===== src/pkg/rcw_params.svh =====
// register map, field positions, reset values and sync counts
`ifndef RCW_PARAMS_SVH
`define RCW_PARAMS_SVH

`define RCW_IDX_CTRL           8'h00
`define RCW_IDX_STATUS         8'h01
`define RCW_IDX_INT_MASK       8'h02
`define RCW_IDX_INT_FLAGS      8'h03
`define RCW_IDX_TEMP           8'h04
`define RCW_IDX_COUNT_LO       8'h08
`define RCW_IDX_COUNT_HI       8'h09
`define RCW_IDX_WRAP_LO        8'h0A
`define RCW_IDX_WRAP_HI        8'h0B
`define RCW_IDX_MATCH_LO       8'h0C
`define RCW_IDX_MATCH_HI       8'h0D

`define RCW_COUNT_RESET        16'h0000
`define RCW_WRAP_RESET         16'hFFFF
`define RCW_MATCH_RESET        16'h0000
`define RCW_BYTE_RESET         8'h00

`define RCW_CTRL_ENABLE_BIT    0
`define RCW_CTRL_PRESC_LSB     1
`define RCW_CTRL_PRESC_MSB     3
`define RCW_STAT_COUNT_BUSY    1
`define RCW_STAT_WRAP_BUSY     2
`define RCW_STAT_MATCH_BUSY    3
`define RCW_FLAG_OVERFLOW      0
`define RCW_FLAG_MATCH         1

`define RCW_SYNC_TICKS         2

`endif


===== src/pkg/rcw_pkg.sv =====
// shared types of the rtc count, wrap and match block
package rcw_pkg;
    typedef logic [15:0] rcw_word_t;
    typedef logic [7:0]  rcw_byte_t;
    typedef enum logic [1:0] {
        CHAN_IDLE = 2'b01,
        CHAN_WAIT = 2'b10
    } rcw_chan_state_t;
endpackage


===== src/hdl/rcw_top.sv =====
// rtc counter with wrap limit and match value behind apb
//
// The APB register port is this design's own decision.
`timescale 1ns/1ps
`include "rcw_params.svh"
module rcw_top #(
    parameter int AW = 12
) (
    input  wire logic          pclk,
    input  wire logic          presetn,
    input  wire logic          pce,
    input  wire logic          psel,
    input  wire logic          penable,
    input  wire logic          pwrite,
    input  wire logic [AW-1:0] paddr,
    input  wire logic [31:0]   pwdata,
    input  wire logic [3:0]    pstrb,
    output logic [31:0]        prdata,
    output logic               pready,
    output logic               pslverr,
    input  wire logic          rtc_clk_pin,
    output logic               irq
);
    // register indices as word indices
    logic [7:0] idx;
    logic       aligned;
    logic       hit_ctrl;
    logic       hit_status;
    logic       hit_mask;
    logic       hit_flags;
    logic       hit_temp;
    logic       hit_cnt_lo;
    logic       hit_cnt_hi;
    logic       hit_wrap_lo;
    logic       hit_wrap_hi;
    logic       hit_match_lo;
    logic       hit_match_hi;
    logic       mapped;

    assign idx          = paddr[9:2];
    assign aligned      = (paddr[1:0] == 2'h0) && (paddr[AW-1:10] == '0);
    assign hit_ctrl     = aligned && (idx == `RCW_IDX_CTRL);
    assign hit_status   = aligned && (idx == `RCW_IDX_STATUS);
    assign hit_mask     = aligned && (idx == `RCW_IDX_INT_MASK);
    assign hit_flags    = aligned && (idx == `RCW_IDX_INT_FLAGS);
    assign hit_temp     = aligned && (idx == `RCW_IDX_TEMP);
    assign hit_cnt_lo   = aligned && (idx == `RCW_IDX_COUNT_LO);
    assign hit_cnt_hi   = aligned && (idx == `RCW_IDX_COUNT_HI);
    assign hit_wrap_lo  = aligned && (idx == `RCW_IDX_WRAP_LO);
    assign hit_wrap_hi  = aligned && (idx == `RCW_IDX_WRAP_HI);
    assign hit_match_lo = aligned && (idx == `RCW_IDX_MATCH_LO);
    assign hit_match_hi = aligned && (idx == `RCW_IDX_MATCH_HI);
    assign mapped       = hit_ctrl | hit_status | hit_mask | hit_flags | hit_temp
                        | hit_cnt_lo | hit_cnt_hi | hit_wrap_lo | hit_wrap_hi
                        | hit_match_lo | hit_match_hi;

    // apb phases
    logic setup_rd;
    logic access;
    logic wr_en;

    assign setup_rd = pce && psel && !penable && !pwrite;
    assign access   = psel && penable;
    assign wr_en    = pce && access && pwrite && mapped && pstrb[0];
    assign pready   = pce;
    assign pslverr  = access && !mapped;

    // software visible state
    rcw_pkg::rcw_byte_t ctrl;
    rcw_pkg::rcw_byte_t int_mask;
    logic [1:0]         int_flags;
    rcw_pkg::rcw_byte_t temp;
    rcw_pkg::rcw_word_t wrap_limit;
    rcw_pkg::rcw_word_t match_value;
    rcw_pkg::rcw_word_t counter_value;
    rcw_pkg::rcw_word_t high_word;

    assign high_word = {pwdata[7:0], temp};

    // rtc pin synchroniser and tick detect
    logic rtc_s1;
    logic rtc_s2;
    logic rtc_s3;
    logic rtc_level;
    logic rtc_tick;

    assign rtc_tick = (rtc_s2 == rtc_s3) && rtc_s3 && !rtc_level;

    always_ff @(posedge pclk or negedge presetn) begin
        if (!presetn) begin
            rtc_s1    <= 1'b0;
            rtc_s2    <= 1'b0;
            rtc_s3    <= 1'b0;
            rtc_level <= 1'b0;
        end else if (pce) begin
            rtc_s1 <= rtc_clk_pin;
            rtc_s2 <= rtc_s1;
            rtc_s3 <= rtc_s2;
            if (rtc_s2 == rtc_s3) begin
                rtc_level <= rtc_s3;
            end
        end
    end

    // prescaler on rtc ticks
    logic [7:0] presc_cnt;
    logic [7:0] presc_mask;
    logic [2:0] presc_sel;
    logic       count_enable;
    logic       count_tick;

    assign presc_sel    = ctrl[`RCW_CTRL_PRESC_MSB:`RCW_CTRL_PRESC_LSB];
    assign presc_mask   = 8'((9'h001 << presc_sel) - 9'h001);
    assign count_enable = ctrl[`RCW_CTRL_ENABLE_BIT];
    assign count_tick   = count_enable && rtc_tick && ((presc_cnt & presc_mask) == presc_mask);

    always_ff @(posedge pclk or negedge presetn) begin
        if (!presetn) begin
            presc_cnt <= 8'h00;
        end else if (pce) begin
            if (!count_enable) begin
                presc_cnt <= 8'h00;
            end else if (rtc_tick) begin
                presc_cnt <= presc_cnt + 8'h01;
            end
        end
    end

    // crossing channels
    logic               cnt_load;
    logic               wrap_load;
    logic               match_load;
    logic               cnt_busy;
    logic               wrap_busy;
    logic               match_busy;
    logic               cnt_apply;
    rcw_pkg::rcw_word_t cnt_synced;
    rcw_pkg::rcw_word_t wrap_synced;
    rcw_pkg::rcw_word_t match_synced;

    assign cnt_load   = wr_en && hit_cnt_hi;
    assign wrap_load  = wr_en && hit_wrap_hi;
    assign match_load = wr_en && hit_match_hi;

    rcw_sync_chan #(
        .SYNC_TICKS  (`RCW_SYNC_TICKS),
        .RESET_VALUE (`RCW_COUNT_RESET)
    ) u_cnt_chan (
        .pclk       (pclk),
        .presetn    (presetn),
        .pce        (pce),
        .rtc_tick   (rtc_tick),
        .load       (cnt_load),
        .load_value (high_word),
        .busy       (cnt_busy),
        .apply      (cnt_apply),
        .value      (cnt_synced)
    );

    rcw_sync_chan #(
        .SYNC_TICKS  (`RCW_SYNC_TICKS),
        .RESET_VALUE (`RCW_WRAP_RESET)
    ) u_wrap_chan (
        .pclk       (pclk),
        .presetn    (presetn),
        .pce        (pce),
        .rtc_tick   (rtc_tick),
        .load       (wrap_load),
        .load_value (high_word),
        .busy       (wrap_busy),
        .apply      (),
        .value      (wrap_synced)
    );

    rcw_sync_chan #(
        .SYNC_TICKS  (`RCW_SYNC_TICKS),
        .RESET_VALUE (`RCW_MATCH_RESET)
    ) u_match_chan (
        .pclk       (pclk),
        .presetn    (presetn),
        .pce        (pce),
        .rtc_tick   (rtc_tick),
        .load       (match_load),
        .load_value (high_word),
        .busy       (match_busy),
        .apply      (),
        .value      (match_synced)
    );

    // counting
    logic               at_wrap;
    logic               overflow_event;
    logic               match_eq;
    logic               match_eq_q;
    logic               match_event;
    rcw_pkg::rcw_word_t next_counter_value;

    assign at_wrap        = (counter_value == wrap_synced);
    assign overflow_event = count_tick && !cnt_apply && at_wrap;
    assign match_eq       = (counter_value == match_synced);
    assign match_event    = match_eq && !match_eq_q;

    always_comb begin
        next_counter_value = counter_value;
        if (cnt_apply) begin
            next_counter_value = cnt_synced;
        end else if (count_tick) begin
            next_counter_value = at_wrap ? 16'h0000 : counter_value + 16'h0001;
        end
    end

    always_ff @(posedge pclk or negedge presetn) begin
        if (!presetn) begin
            counter_value <= `RCW_COUNT_RESET;
            match_eq_q    <= 1'b1;
        end else if (pce) begin
            counter_value <= next_counter_value;
            match_eq_q    <= match_eq;
        end
    end

    // flags, set wins over clear
    logic [1:0] flag_set;
    logic [1:0] flag_clr;

    assign flag_set = {match_event, overflow_event};
    assign flag_clr = (wr_en && hit_flags) ? pwdata[1:0] : 2'b00;
    assign irq      = |(int_flags & int_mask[1:0]);

    always_ff @(posedge pclk or negedge presetn) begin
        if (!presetn) begin
            int_flags <= 2'b00;
        end else if (pce) begin
            int_flags <= (int_flags & ~flag_clr) | flag_set;
        end
    end

    // plain registers and shadows
    always_ff @(posedge pclk or negedge presetn) begin
        if (!presetn) begin
            ctrl        <= `RCW_BYTE_RESET;
            int_mask    <= `RCW_BYTE_RESET;
            wrap_limit  <= `RCW_WRAP_RESET;
            match_value <= `RCW_MATCH_RESET;
        end else if (wr_en) begin
            if (hit_ctrl) begin
                ctrl <= pwdata[7:0];
            end
            if (hit_mask) begin
                int_mask <= pwdata[7:0];
            end
            if (hit_wrap_hi) begin
                wrap_limit <= high_word;
            end
            if (hit_match_hi) begin
                match_value <= high_word;
            end
        end
    end

    always_ff @(posedge pclk or negedge presetn) begin
        if (!presetn) begin
            temp <= `RCW_BYTE_RESET;
        end else if (wr_en && (hit_temp || hit_cnt_lo || hit_wrap_lo || hit_match_lo)) begin
            temp <= pwdata[7:0];
        end else if (setup_rd && hit_cnt_lo) begin
            temp <= counter_value[15:8];
        end else if (setup_rd && hit_wrap_lo) begin
            temp <= wrap_limit[15:8];
        end else if (setup_rd && hit_match_lo) begin
            temp <= match_value[15:8];
        end
    end

    // read mux
    rcw_pkg::rcw_byte_t status_byte;
    rcw_pkg::rcw_byte_t rd_byte;

    assign status_byte = {4'h0, match_busy, wrap_busy, cnt_busy, 1'b0};
    assign rd_byte     = hit_ctrl     ? ctrl
                       : hit_status   ? status_byte
                       : hit_mask     ? int_mask
                       : hit_flags    ? {6'h00, int_flags}
                       : hit_temp     ? temp
                       : hit_cnt_lo   ? counter_value[7:0]
                       : hit_wrap_lo  ? wrap_limit[7:0]
                       : hit_match_lo ? match_value[7:0]
                       : (hit_cnt_hi || hit_wrap_hi || hit_match_hi) ? temp
                       : 8'h00;

    always_ff @(posedge pclk or negedge presetn) begin
        if (!presetn) begin
            prdata <= 32'h0000_0000;
        end else if (setup_rd) begin
            prdata <= {24'h00_0000, rd_byte};
        end
    end
endmodule


===== src/hdl/rcw_sync_chan.sv =====
// one value crossing into the rtc tick domain
`timescale 1ns/1ps
module rcw_sync_chan #(
    parameter int                 SYNC_TICKS  = 2,
    parameter rcw_pkg::rcw_word_t RESET_VALUE = 16'h0000
) (
    input  wire logic               pclk,
    input  wire logic               presetn,
    input  wire logic               pce,
    input  wire logic               rtc_tick,
    input  wire logic               load,
    input  wire rcw_pkg::rcw_word_t load_value,
    output logic                    busy,
    output logic                    apply,
    output rcw_pkg::rcw_word_t      value
);
    localparam int CW = (SYNC_TICKS < 2) ? 1 : $clog2(SYNC_TICKS);

    rcw_pkg::rcw_chan_state_t state;
    rcw_pkg::rcw_word_t       hold;
    logic [CW-1:0]            tick_cnt;
    logic                     last_tick;

    assign last_tick = (tick_cnt == CW'(SYNC_TICKS - 1));
    assign busy      = (state == rcw_pkg::CHAN_WAIT) | apply;

    always_ff @(posedge pclk or negedge presetn) begin
        if (!presetn) begin
            state    <= rcw_pkg::CHAN_IDLE;
            hold     <= 16'h0000;
            tick_cnt <= '0;
            value    <= RESET_VALUE;
            apply    <= 1'b0;
        end else if (pce) begin
            apply <= 1'b0;
            unique case (state)
                rcw_pkg::CHAN_IDLE: begin
                    if (load) begin
                        hold     <= load_value;
                        tick_cnt <= '0;
                        state    <= rcw_pkg::CHAN_WAIT;
                    end
                end
                rcw_pkg::CHAN_WAIT: begin
                    if (rtc_tick) begin
                        if (last_tick) begin
                            value <= hold;
                            apply <= 1'b1;
                            state <= rcw_pkg::CHAN_IDLE;
                        end else begin
                            tick_cnt <= tick_cnt + CW'(1);
                        end
                    end
                end
            endcase
        end
    end
endmodule


===== config.mk =====
export PLATFORM = sky130hd
export DESIGN_NAME = rcw_top
export DESIGN_NICKNAME = d
export VERILOG_FILES = /design/src/pkg/rcw_pkg.sv /design/src/hdl/rcw_top.sv /design/src/hdl/rcw_sync_chan.sv
export VERILOG_INCLUDE_DIRS = /design/src /design/src/pkg
export SDC_FILE = /design/constraint.sdc
export NUM_CORES = 1
export LEC_CHECK = 0
export ABC_AREA = 0
export BUFFER_PORTS_ARGS = -buffer_cell sky130_fd_sc_hd__clkbuf_2
export CAP_MARGIN = 20
export CORE_MARGIN = 3
export CORE_UTILIZATION = 50
export CTS_CLUSTER_SIZE = 10
export DETAILED_ROUTE_END_ITERATION = 8
export PLACE_DENSITY_LB_ADDON = 0.1
export SLEW_MARGIN = 15
export SYNTH_ARGS = -nofsm -noshare
export SYNTH_HDL_FRONTEND = slang
export SYNTH_SLANG_ARGS = --single-unit

===== constraint.sdc =====
create_clock -name pclk -period 2.4 [get_ports pclk]
set_input_delay 0.12 -clock pclk [delete_from_list [all_inputs] [get_ports pclk]]
set_output_delay 0.12 -clock pclk [all_outputs]
set_load 0.02 [all_outputs]

Word level (Yosys, flattened, before mapping):

Index checks and enable logic that the tools add are counted.

* bits in registers: 203
* logic and storage cells: 208
* output and inout port bits: 35
* input bits: 55

* muxes and demuxes: 52
* reductions and logical operators: 72
* shift-type cells: 1
* bitwise operators: 18
* equality and inequality tests: 30
* add/subtract/negate cells: 6

Operator list (number)
* two-way mux 8 bit: 15
* == test 8 x 4 -> 1 bit, second input constant: 6
* two-way mux 16 bit: 3
* logical AND 1 bit: 36
* == test 16 bit: 2
* AND reduction 4 bit: 6
* two-way mux 2 bit: 10
* two-way mux 1 bit: 18
* AND reduction 3 bit: 6
* adder 16 x 1 -> 16 bit, second input constant: 1
* == test 8 x 2 -> 1 bit, second input constant: 2
* AND reduction 2 bit: 7
* bitwise OR 1 bit: 13
* case mux 2 bit (2 select lines): 3
* inequality test 2 x 1 -> 1 bit, second input constant: 5
* inequality test 2 bit, second input constant: 5
* adder 8 x 1 -> 8 bit, second input constant: 1
* bitwise AND 8 bit: 1
* == test 8 x 1 -> 1 bit, second input constant: 1
* == test 8 x 3 -> 1 bit, second input constant: 1
* == test 8 bit: 1
* logical NOT 8 bit: 1
* left shift 1 x 3 -> 8 bit, first input constant: 1
* subtractor 8 x 1 -> 8 bit, second input constant: 1
* 14 further kinds: 33

Logic depth before layout (Yosys ltp):

Gate-level depths: netlist of the first run.

* depth in word-level cells: 20
* depth in mapped cells: 9
* mapped depth without buffers: 7

Modules after synthesis:

A second synthesis of the first run with hierarchy kept.

* cell total of the unflattened synthesis: 884
* area total of the unflattened synthesis: 10093.4 µm²

By module, submodules not included
* rcw_top: area each 5771.8 µm², cells each 620, seq. area each 2373.5 µm², times used 1
* rcw_sync_chan (u_cnt_chan ...): area each 1433.9 µm², cells each 88, seq. area each 902.1 µm², times used 2
* rcw_sync_chan (u_wrap_chan): area each 1453.9 µm², cells each 88, seq. area each 922.1 µm², times used 1

Worst setup path after synthesis of the first run:

Ideal clock, no wire load.

* path type: flip-flop to flip-flop
* start: register counter_value[8]
* end: register counter_value[4]
* cell stages (with the launch flop): 9
* path buffers: 2
* library setup time: 0.133 ns
* path slack: 0.306 ns
* data required time: 2.267 ns
* clock period less this slack: 2.094 ns
* arrival time: 1.961 ns
* cell sequence: dfrtp_1 -> clkbuf_1 -> xnor2_1 -> nand4_1 -> o41ai_4 -> buf_2 -> inv_1 -> a32oi_1 -> o21ai_0

* cells in the longest elaborated chain, start to end: 4

Ends and longest elaborated chain
* from (decl): RTL line rcw_top.sv:75 `rcw_pkg::rcw_word_t counter_value;`
* from (signal assigned): RTL line rcw_top.sv:214 `` counter_value <= `RCW_COUNT_RESET; ``
* from (signal assigned): RTL line rcw_top.sv:217 `counter_value <= next_counter_value;`
* == test 16 bit: RTL line rcw_top.sv:198 `assign at_wrap = (counter_value == wrap_synced);`
* two-way mux 16 bit: RTL line rcw_top.sv:208 `next_counter_value = at_wrap ? 16'h0000 : counter_value + 16'h0001;`
* two-way mux 16 bit: RTL line rcw_top.sv:207 `end else if (count_tick) begin`
* two-way mux 16 bit: RTL line rcw_top.sv:205 `if (cnt_apply) begin`

Every way passes these cells. The select of a mux whose other input is x is not followed.
A chain may end at the register's enable or synchronous reset.

Worst setup path after layout of the first run:

* start: register rtc_s2
* end: register u_match_chan.value[15]

* cells in the longest elaborated chain, start to end: 4

Ends and longest elaborated chain
* from (decl): RTL line rcw_top.sv:82 `logic rtc_s2;`
* from (signal assigned): RTL line rcw_top.sv:97 `rtc_s2 <= rtc_s1;`
* == test 1 bit: RTL line rcw_top.sv:87 `assign rtc_tick = (rtc_s2 == rtc_s3) && rtc_s3 && !rtc_level;`
* logical AND 1 bit (2 in a row): RTL line rcw_top.sv:87
* AND reduction 4 bit (no source line)
* to (signal assigned): RTL line rcw_sync_chan.sv:47 `value <= hold;`
* to (decl): RTL line rcw_sync_chan.sv:15 `output rcw_pkg::rcw_word_t value`

Every way passes these cells.

==> summary.md, run 1 <==
| Metric | Value |
|---|---|
| Compound-Gate Fraction of Synth Area | `11.6%` |
| Data arrival time of the critical path | `2540 ps` |
| Top FF cell, synth | `dfrtp_1` |
| CTS tree | `yes` |
| CP max FO | `19` |
| Pwr per Cell Area | `712 nW/µm²` |
| Max frequency | `465 MHz` |
| FF-to-FF path depth | `6` |
| RSZ-0062 raised after global routing | `no` |
| Count of boundary I/O pins | `90` |
| Max-Cap Viols | `0` |
| Longest Clk Path Bufs | `3` |
| Row count | `50` |
| Worst hold path class | `in2reg` |
| EDFF count, synth | `0` |
| Static Leakage | `5.28 nW` |
| Area leader, netlist | `dfrtp_1` |
| IO buf count | `38` |
| Die Y | `147 µm` |
| Netlist Area Pre-Place | `9920 µm²` |
| Full die area | `21600 µm²` |
| Main combinational cell family by area after synthesis | `multiplexers` |
| Hold buffer count at CTS | `8` |
| Startpoint Class | `flip-flop` |
| Initial DRT Pass Iterations | `7` |
| Most common cell after layout, fill and taps aside | `dfrtp_1` |
| Skew final | `12.1 ps` |
| Chip Width | `147 µm` |
| Critical path class | `reg2reg` |
| Slew HR | `57.6%` |
| H-tree Lvls | `1` |
| Largest net degree at the start of global routing | `70` |
| First-pass GRT wire length | `41500 µm` |
| CTS sink count | `202` |
| Post-synthesis mux area share | `16.1%` |
| Cell variety after synth | `66` |
| CTS-repair resized insts | `0` |
| Number of global-route vias before repair | `7322` |
| Core area | `19100 µm²` |
| Fraction of registers with async set/reset | `100%` |
| Post-Syn Instances | `913` |
| Synth warn | `0` |
| Max-slew violation count | `0` |
| Clk_lat worst skew | `520 ps` |
| Iteration-0 DRC Markers | `694` |
| Yosys top cell area share | `41.9%` |
| XOR/XNOR Fraction of Synth Area | `3.27%` |
| Avg Vias per Cell | `5.84` |
| Wirelength per Cell | `20.8 µm` |
| Post-synthesis simple-gate area fraction | `11.9%` |
| Area delta synth->final | `13.8%` |
| Grt total ovfl | `0` |
| CP max stage delay | `450 ps` |
| DR DRC count | `0` |
| Yosys reg bits | `202` |
| Sequential share of the synthesized area | `51.4%` |
| Fraction of layout cells with a size suffix above 1 | `29.7%` |
| Hold Path Stages | `3` |
| GP Congestion | `0.862` |
| Num CTS Buffers | `25` |
| Initial antenna violation count | `1` |
| Syn avg cell area | `10.9 µm²` |
| WL final | `26000 µm` |
| Post-Layout Cell Count | `1249` |
| Diode count | `0` |
| Final layout net count | `1028` |
| Detailed-route via count | `7290` |
| Worst vdd ir | `0.000521 V` |
| Worst-Margin Slew | `630 ps` |
| CP Capture Type | `flip-flop` |
| Root Driver | `clkbuf_16` |
| Clock transition at path regs | `50 ps` |
| Initial Util | `52.0%` |
| Final Setup Violations | `0` |
| Post-DP HPWL | `17900 µm` |
| Post-CTS setup buffers | `0` |
| Fillers | `1628` |
| Dominant cells by area after synthesis | `dfrtp_1, mux2_2, dfstp_2` |
| Most frequent cells in the layout | `dfrtp_1, mux2_2, nand2_1` |
| Period minus WS final | `2150 ps` |
| Post-synthesis adder-cell area fraction | `0.378%` |
| Status | `finished clean` |
| Crit path cell chain | `ha_1 > nand2b_1 > nor2_1 > and3_1 > buf_4 > mux2_2` |
| ANT nets after route | `0` |
| Slowest cell on crit path | `nor2_1` |
| Final period util | `89.5%` |
| Sum Neg Setup Slack | `0 ps` |
| CP required | `2790 ps` |
| Post-Place Cells | `1195` |
| Final hold violations | `0` |
| Total Routing Usage GR | `24.1%` |
==> cells in the mapped netlist (15+ instances only) <==
cell and number:
nand4_1 15, nor2_1 42, dfstp_2 36, clkbuf_1 38, mux2i_1 15, buf_2 16
nand2_1 89, mux2_2 114, buf_4 26, a21oi_1 42, xnor2_1 32, nand3_1 19
o21ai_0 80, inv_1 16, dfrtp_1 166
==> critical path, delay by kind of cell, from the launching register on <==
family	cells	cell delay [ps]
adder cells (fa/ha/maj)	1	150
buffers and inverters	1	310
flip-flops	1	360
multiplexers	1	380
AND/OR/NAND/NOR	3	810
==> report_power, final <==
group / internal, mW / switching (mW) / leakage (nW) / total, mW
Sequential: 3.54 / 0.121 / 2.64 / 3.66
Clock: 1.98 / 1.37 / 0.351 / 3.35
Combinational: 0.366 / 0.656 / 2.29 / 1.02
Total: 5.89 / 2.15 / 5.28 / 8.03
==> metrics by stage <==
step	setup slack [ps]	hold slack [ps]	utilization, %	cell area [µm²]	power, mW
CTS	252	9.13	59.2	11300	8.10
global placement	198	155	54.9	10500	4.68
detailed placement	145	167	54.9	10500	4.72
finish	251	42.1	59.2	11300	8.03
global route	96.3	36.2	59.2	11300	8.38
floorplan	306	-176	-	10000	4.34
==> state kept, by name, summed over array words and instances (netlist names), 8 cells and up <==
name,count
prdata,8
counter_value,16
u_match_chan.hold,16
int_mask,8
u_cnt_chan.hold,16
temp,8
u_wrap_chan.value,16
u_wrap_chan.hold,16
ctrl,8
u_cnt_chan.value,16
match_value,16
wrap_limit,16
u_match_chan.value,16
==> final timing paths <==
check                      slack (ps)                                  to                  startpoint
max                               250  u_match_chan.value[15]$_DFFE_PN0P_          rtc_s2$_DFFE_PN0P_
min in group asynchronous         150               prdata[5]$_DFFE_PN0P_                     presetn
min                                40               rtc_level$_DFFE_PN0P_                         pce
max reg2reg                       250  u_match_chan.value[15]$_DFFE_PN0P_          rtc_s2$_DFFE_PN0P_
max in group asynchronous        1300    u_wrap_chan.value[7]$_DFFE_PN1P_                     presetn
min reg2reg                       470          match_value[7]$_DFFE_PN0P_  match_value[7]$_DFFE_PN0P_
==> kinds of logic after synthesis <==
group                    Yosys count
multiplexers                     140
XOR/XNOR                          37
AND/OR/NAND/NOR                  236
buffers and inverters            105
adder cells (fa/ha/maj)            3
flip-flops                       202
other                              1
AO/OA/AOI/OAI                    189
==> layout make-up <==
type / count / area, µm² / share of cell area [%]
Clock buffer: 42 / 699 / 6.20
Tap cell: 260 / 325 / 2.88
Clock inverter: 4 / 27.5 / 0.244
Timing Repair Buffer: 95 / 684 / 6.06
Multi-Input combinational cell: 629 / 4390 / 38.9
Sequential cell: 202 / 5100 / 45.2
Inverter: 17 / 65.1 / 0.576
==> metal layers <==
| metal | up-vias | part of all wire [%] | global-route usage, % |
|---|---|---|---|
| li1 | 3307 | - | - |
| met1 | 3708 | 44 | 33.2 |
| met2 | 241 | 48 | 41.2 |
| met3 | 34 | 6.0 | 3.45 |
| met4 | 0 | 1.6 | 4.37 |
| met5 | - | 0 | 0 |
(Power assumes the default switching activity.)
==> run 2, diff against run 1 <==
Settings changed: CORE_ASPECT_RATIO set to 1.75, CORE_UTILIZATION 50 to 25, CTS_BUF_LIST set to sky130_fd_sc_hd__clkbuf_8.
==> summary.md, run 2 (synthesis gave the netlist of run 1 again) <==
| Metric | Value |
|---|---|
| Period minus WS final | `2260 ps` |
| WL final | `33000 µm` |
| Root Driver | `clkbuf_8` |
| Data arrival time of the critical path | `2720 ps` |
| CTS tree | `yes` |
| FF-to-FF path depth | `6` |
| Sw Share | `28.8%` |
| Full die area | `42200 µm²` |
| Hold Path Stages | `3` |
| Final layout net count | `1066` |
| Avg Vias per Cell | `4.74` |
| DR DRC count | `0` |
| Max frequency | `442 MHz` |
| Startpoint Class | `flip-flop` |
| Max-Cap Viols | `0` |
| Initial Util | `25.6%` |
| Status | `finished clean` |
| Most frequent cells in the layout | `dfrtp_1, mux2_2, nand2_1` |
| CTS sink count | `202` |
| CP max FO | `7` |
| Clk_lat worst skew | `540 ps` |
| IO buf count | `38` |
| Pint | `5.70 mW` |
| Grt total ovfl | `0` |
| CP Capture Type | `flip-flop` |
| Fraction of layout cells with a size suffix above 1 | `33.0%` |
| Iteration-0 DRC Markers | `277` |
| Reg power frac | `45.8%` |
| Crit path cell chain | `buf_4 > xnor2_1 > nand4_1 > nor4_1 > nand3_1 > o21ai_0` |
| Detailed-route via count | `7211` |
| Critical R2R Capture | `int_flags[1]$_DFFE_PN0P_` |
| ANT nets after route | `0` |
| Final period util | `94.4%` |
| GP Congestion | `0.822` |
| Most common cell after layout, fill and taps aside | `dfrtp_1` |
| Register-to-register setup slack | `140 ps` |
| Pre-CTS setup slack | `176 ps` |
| Comb pwr share | `14.0%` |
| Initial DRT Pass Iterations | `4` |
| Area after DPL | `11100 µm²` |
| First-pass GRT wire length | `48900 µm` |
| Max-slew violation count | `0` |
| Largest net degree at the start of global routing | `61` |
| Post-DP HPWL | `24100 µm` |
| Area delta synth->final | `19.4%` |
| Worst vdd ir | `0.000230 V` |
| Core area | `38700 µm²` |
| RSZ-0062 raised after global routing | `no` |
| Critical path class | `reg2reg` |
| Final hold violations | `0` |
| Reg-to-reg critical path startpoint | `counter_value[4]$_DFFE_PN0P_` |
| Die Y | `269 µm` |
| Longest Clk Path Bufs | `3` |
| Clock share of power | `40.2%` |
| Slew HR | `60.4%` |
| Count of boundary I/O pins | `90` |
| Static Leakage | `5.52 nW` |
| Number of global-route vias before repair | `7328` |
| Worst setup margin | `135 ps` |
| Slowest cell on crit path | `nor4_1` |
| CP max stage delay | `550 ps` |
| Num CTS Buffers | `35` |
| Total Routing Usage GR | `15.7%` |
| Fillers | `4046` |
| Pwr per Cell Area | `676 nW/µm²` |
| Skew final | `16.3 ps` |
| Clock transition at path regs | `60 ps` |
| Net switching power | `2.30 mW` |
| Fin area | `11800 µm²` |
| CP required | `2860 ps` |
| Wirelength per Cell | `21.7 µm` |
| CP Capture Point | `int_flags[1]$_DFFE_PN0P_` |
| Initial antenna violation count | `1` |
| Post-CTS setup buffers | `0` |
| CP startpoint | `counter_value[4]$_DFFE_PN0P_` |
| Sum Neg Setup Slack | `0 ps` |
| Chip Width | `157 µm` |
| Worst hold path class | `in2reg` |
| H-tree Lvls | `2` |
| Final Setup Violations | `0` |
| Row count | `95` |
| Post-layout util | `30.6%` |
| Worst-Margin Slew | `591 ps` |
[run 2: changes by cell type in the layout (fill, tap and decap cells not counted), sizes merged]
cell	change
diode	+1
inv	+12
clkbuf	+4
buf	+29
[run 2: area by class of cell]
cell class              count  area [µm²]  area share [%]
well taps                 485         607            5.12
diodes                      1        2.50          0.0211
clock buffers              47         647            5.46
repair buffers            123         971            8.20
inverters                  17        65.1           0.549
multi-input cells         629        4390            37.1
flip-flops and latches    202        5100            43.1
clock inverters            16        62.6           0.528
[run 2: how the worst min path moves through the flow]
| stage | endpoint | start | slack (ps) |
|---|---|---|---|
| finish | match_value[11]$_DFFE_PN0P_ | pwdata[3] | 30 |
| global route | u_match_chan.hold[8]$_DFFE_PN0P_ | pwdata[0] | 6 |
| global placement | u_match_chan.hold[9]$_DFFE_PN0P_ | presetn | 30 |
| floorplan | counter_value[0]$_DFFE_PN0P_ | presetn | -180 |
| CTS | ctrl[0]$_DFFE_PN0P_ | pwdata[0] | 10 |
| detailed placement | u_match_chan.hold[9]$_DFFE_PN0P_ | presetn | 30 |
[run 2: critical path, delay by kind of cell (launching register included)]
kind | cells | cell delay (ps)
AOI/OAI and AO/OA | 1 | 170
and+or+nand+nor | 3 | 1010
DFF | 1 | 390
xor gates and xnor gates | 1 | 430
buffers and inverters | 1 | 180
[run 2: layer usage]
layer,global-route usage [%],wire (µm)
met1,16.8,12400
met2,29.8,18400
met3,1.85,778
met4,7.24,1510
met5,0,0
[run 2: power groups by stage]
stage                     combinational (mW)  sequential [mW]  clock (mW)
after floorplan                        0.658             3.68           0
after global placement                  1.14             3.72           0
after detailed placement                1.14             3.73           0
after CTS                               1.16             3.67        3.36
after global routing                    1.24             3.68        3.51
final                                   1.12             3.67        3.22
[run 2: repair_timing]
action                                 CTS  global route
gates resized for setup                  0             0
endpoints found under the hold margin  197             0
hold buffers                             8             0
[run 2: stage by stage]
step | instances | total power, mW | hold WS, ps
floorplan | 936 | 4.34 | -176
global placement | 1448 | 4.87 | 33.9
detailed placement | 1448 | 4.87 | 30.7
CTS | 1519 | 8.19 | 9.79
global route | 1520 | 8.43 | 5.69
finish | 1520 | 8.01 | 29.6
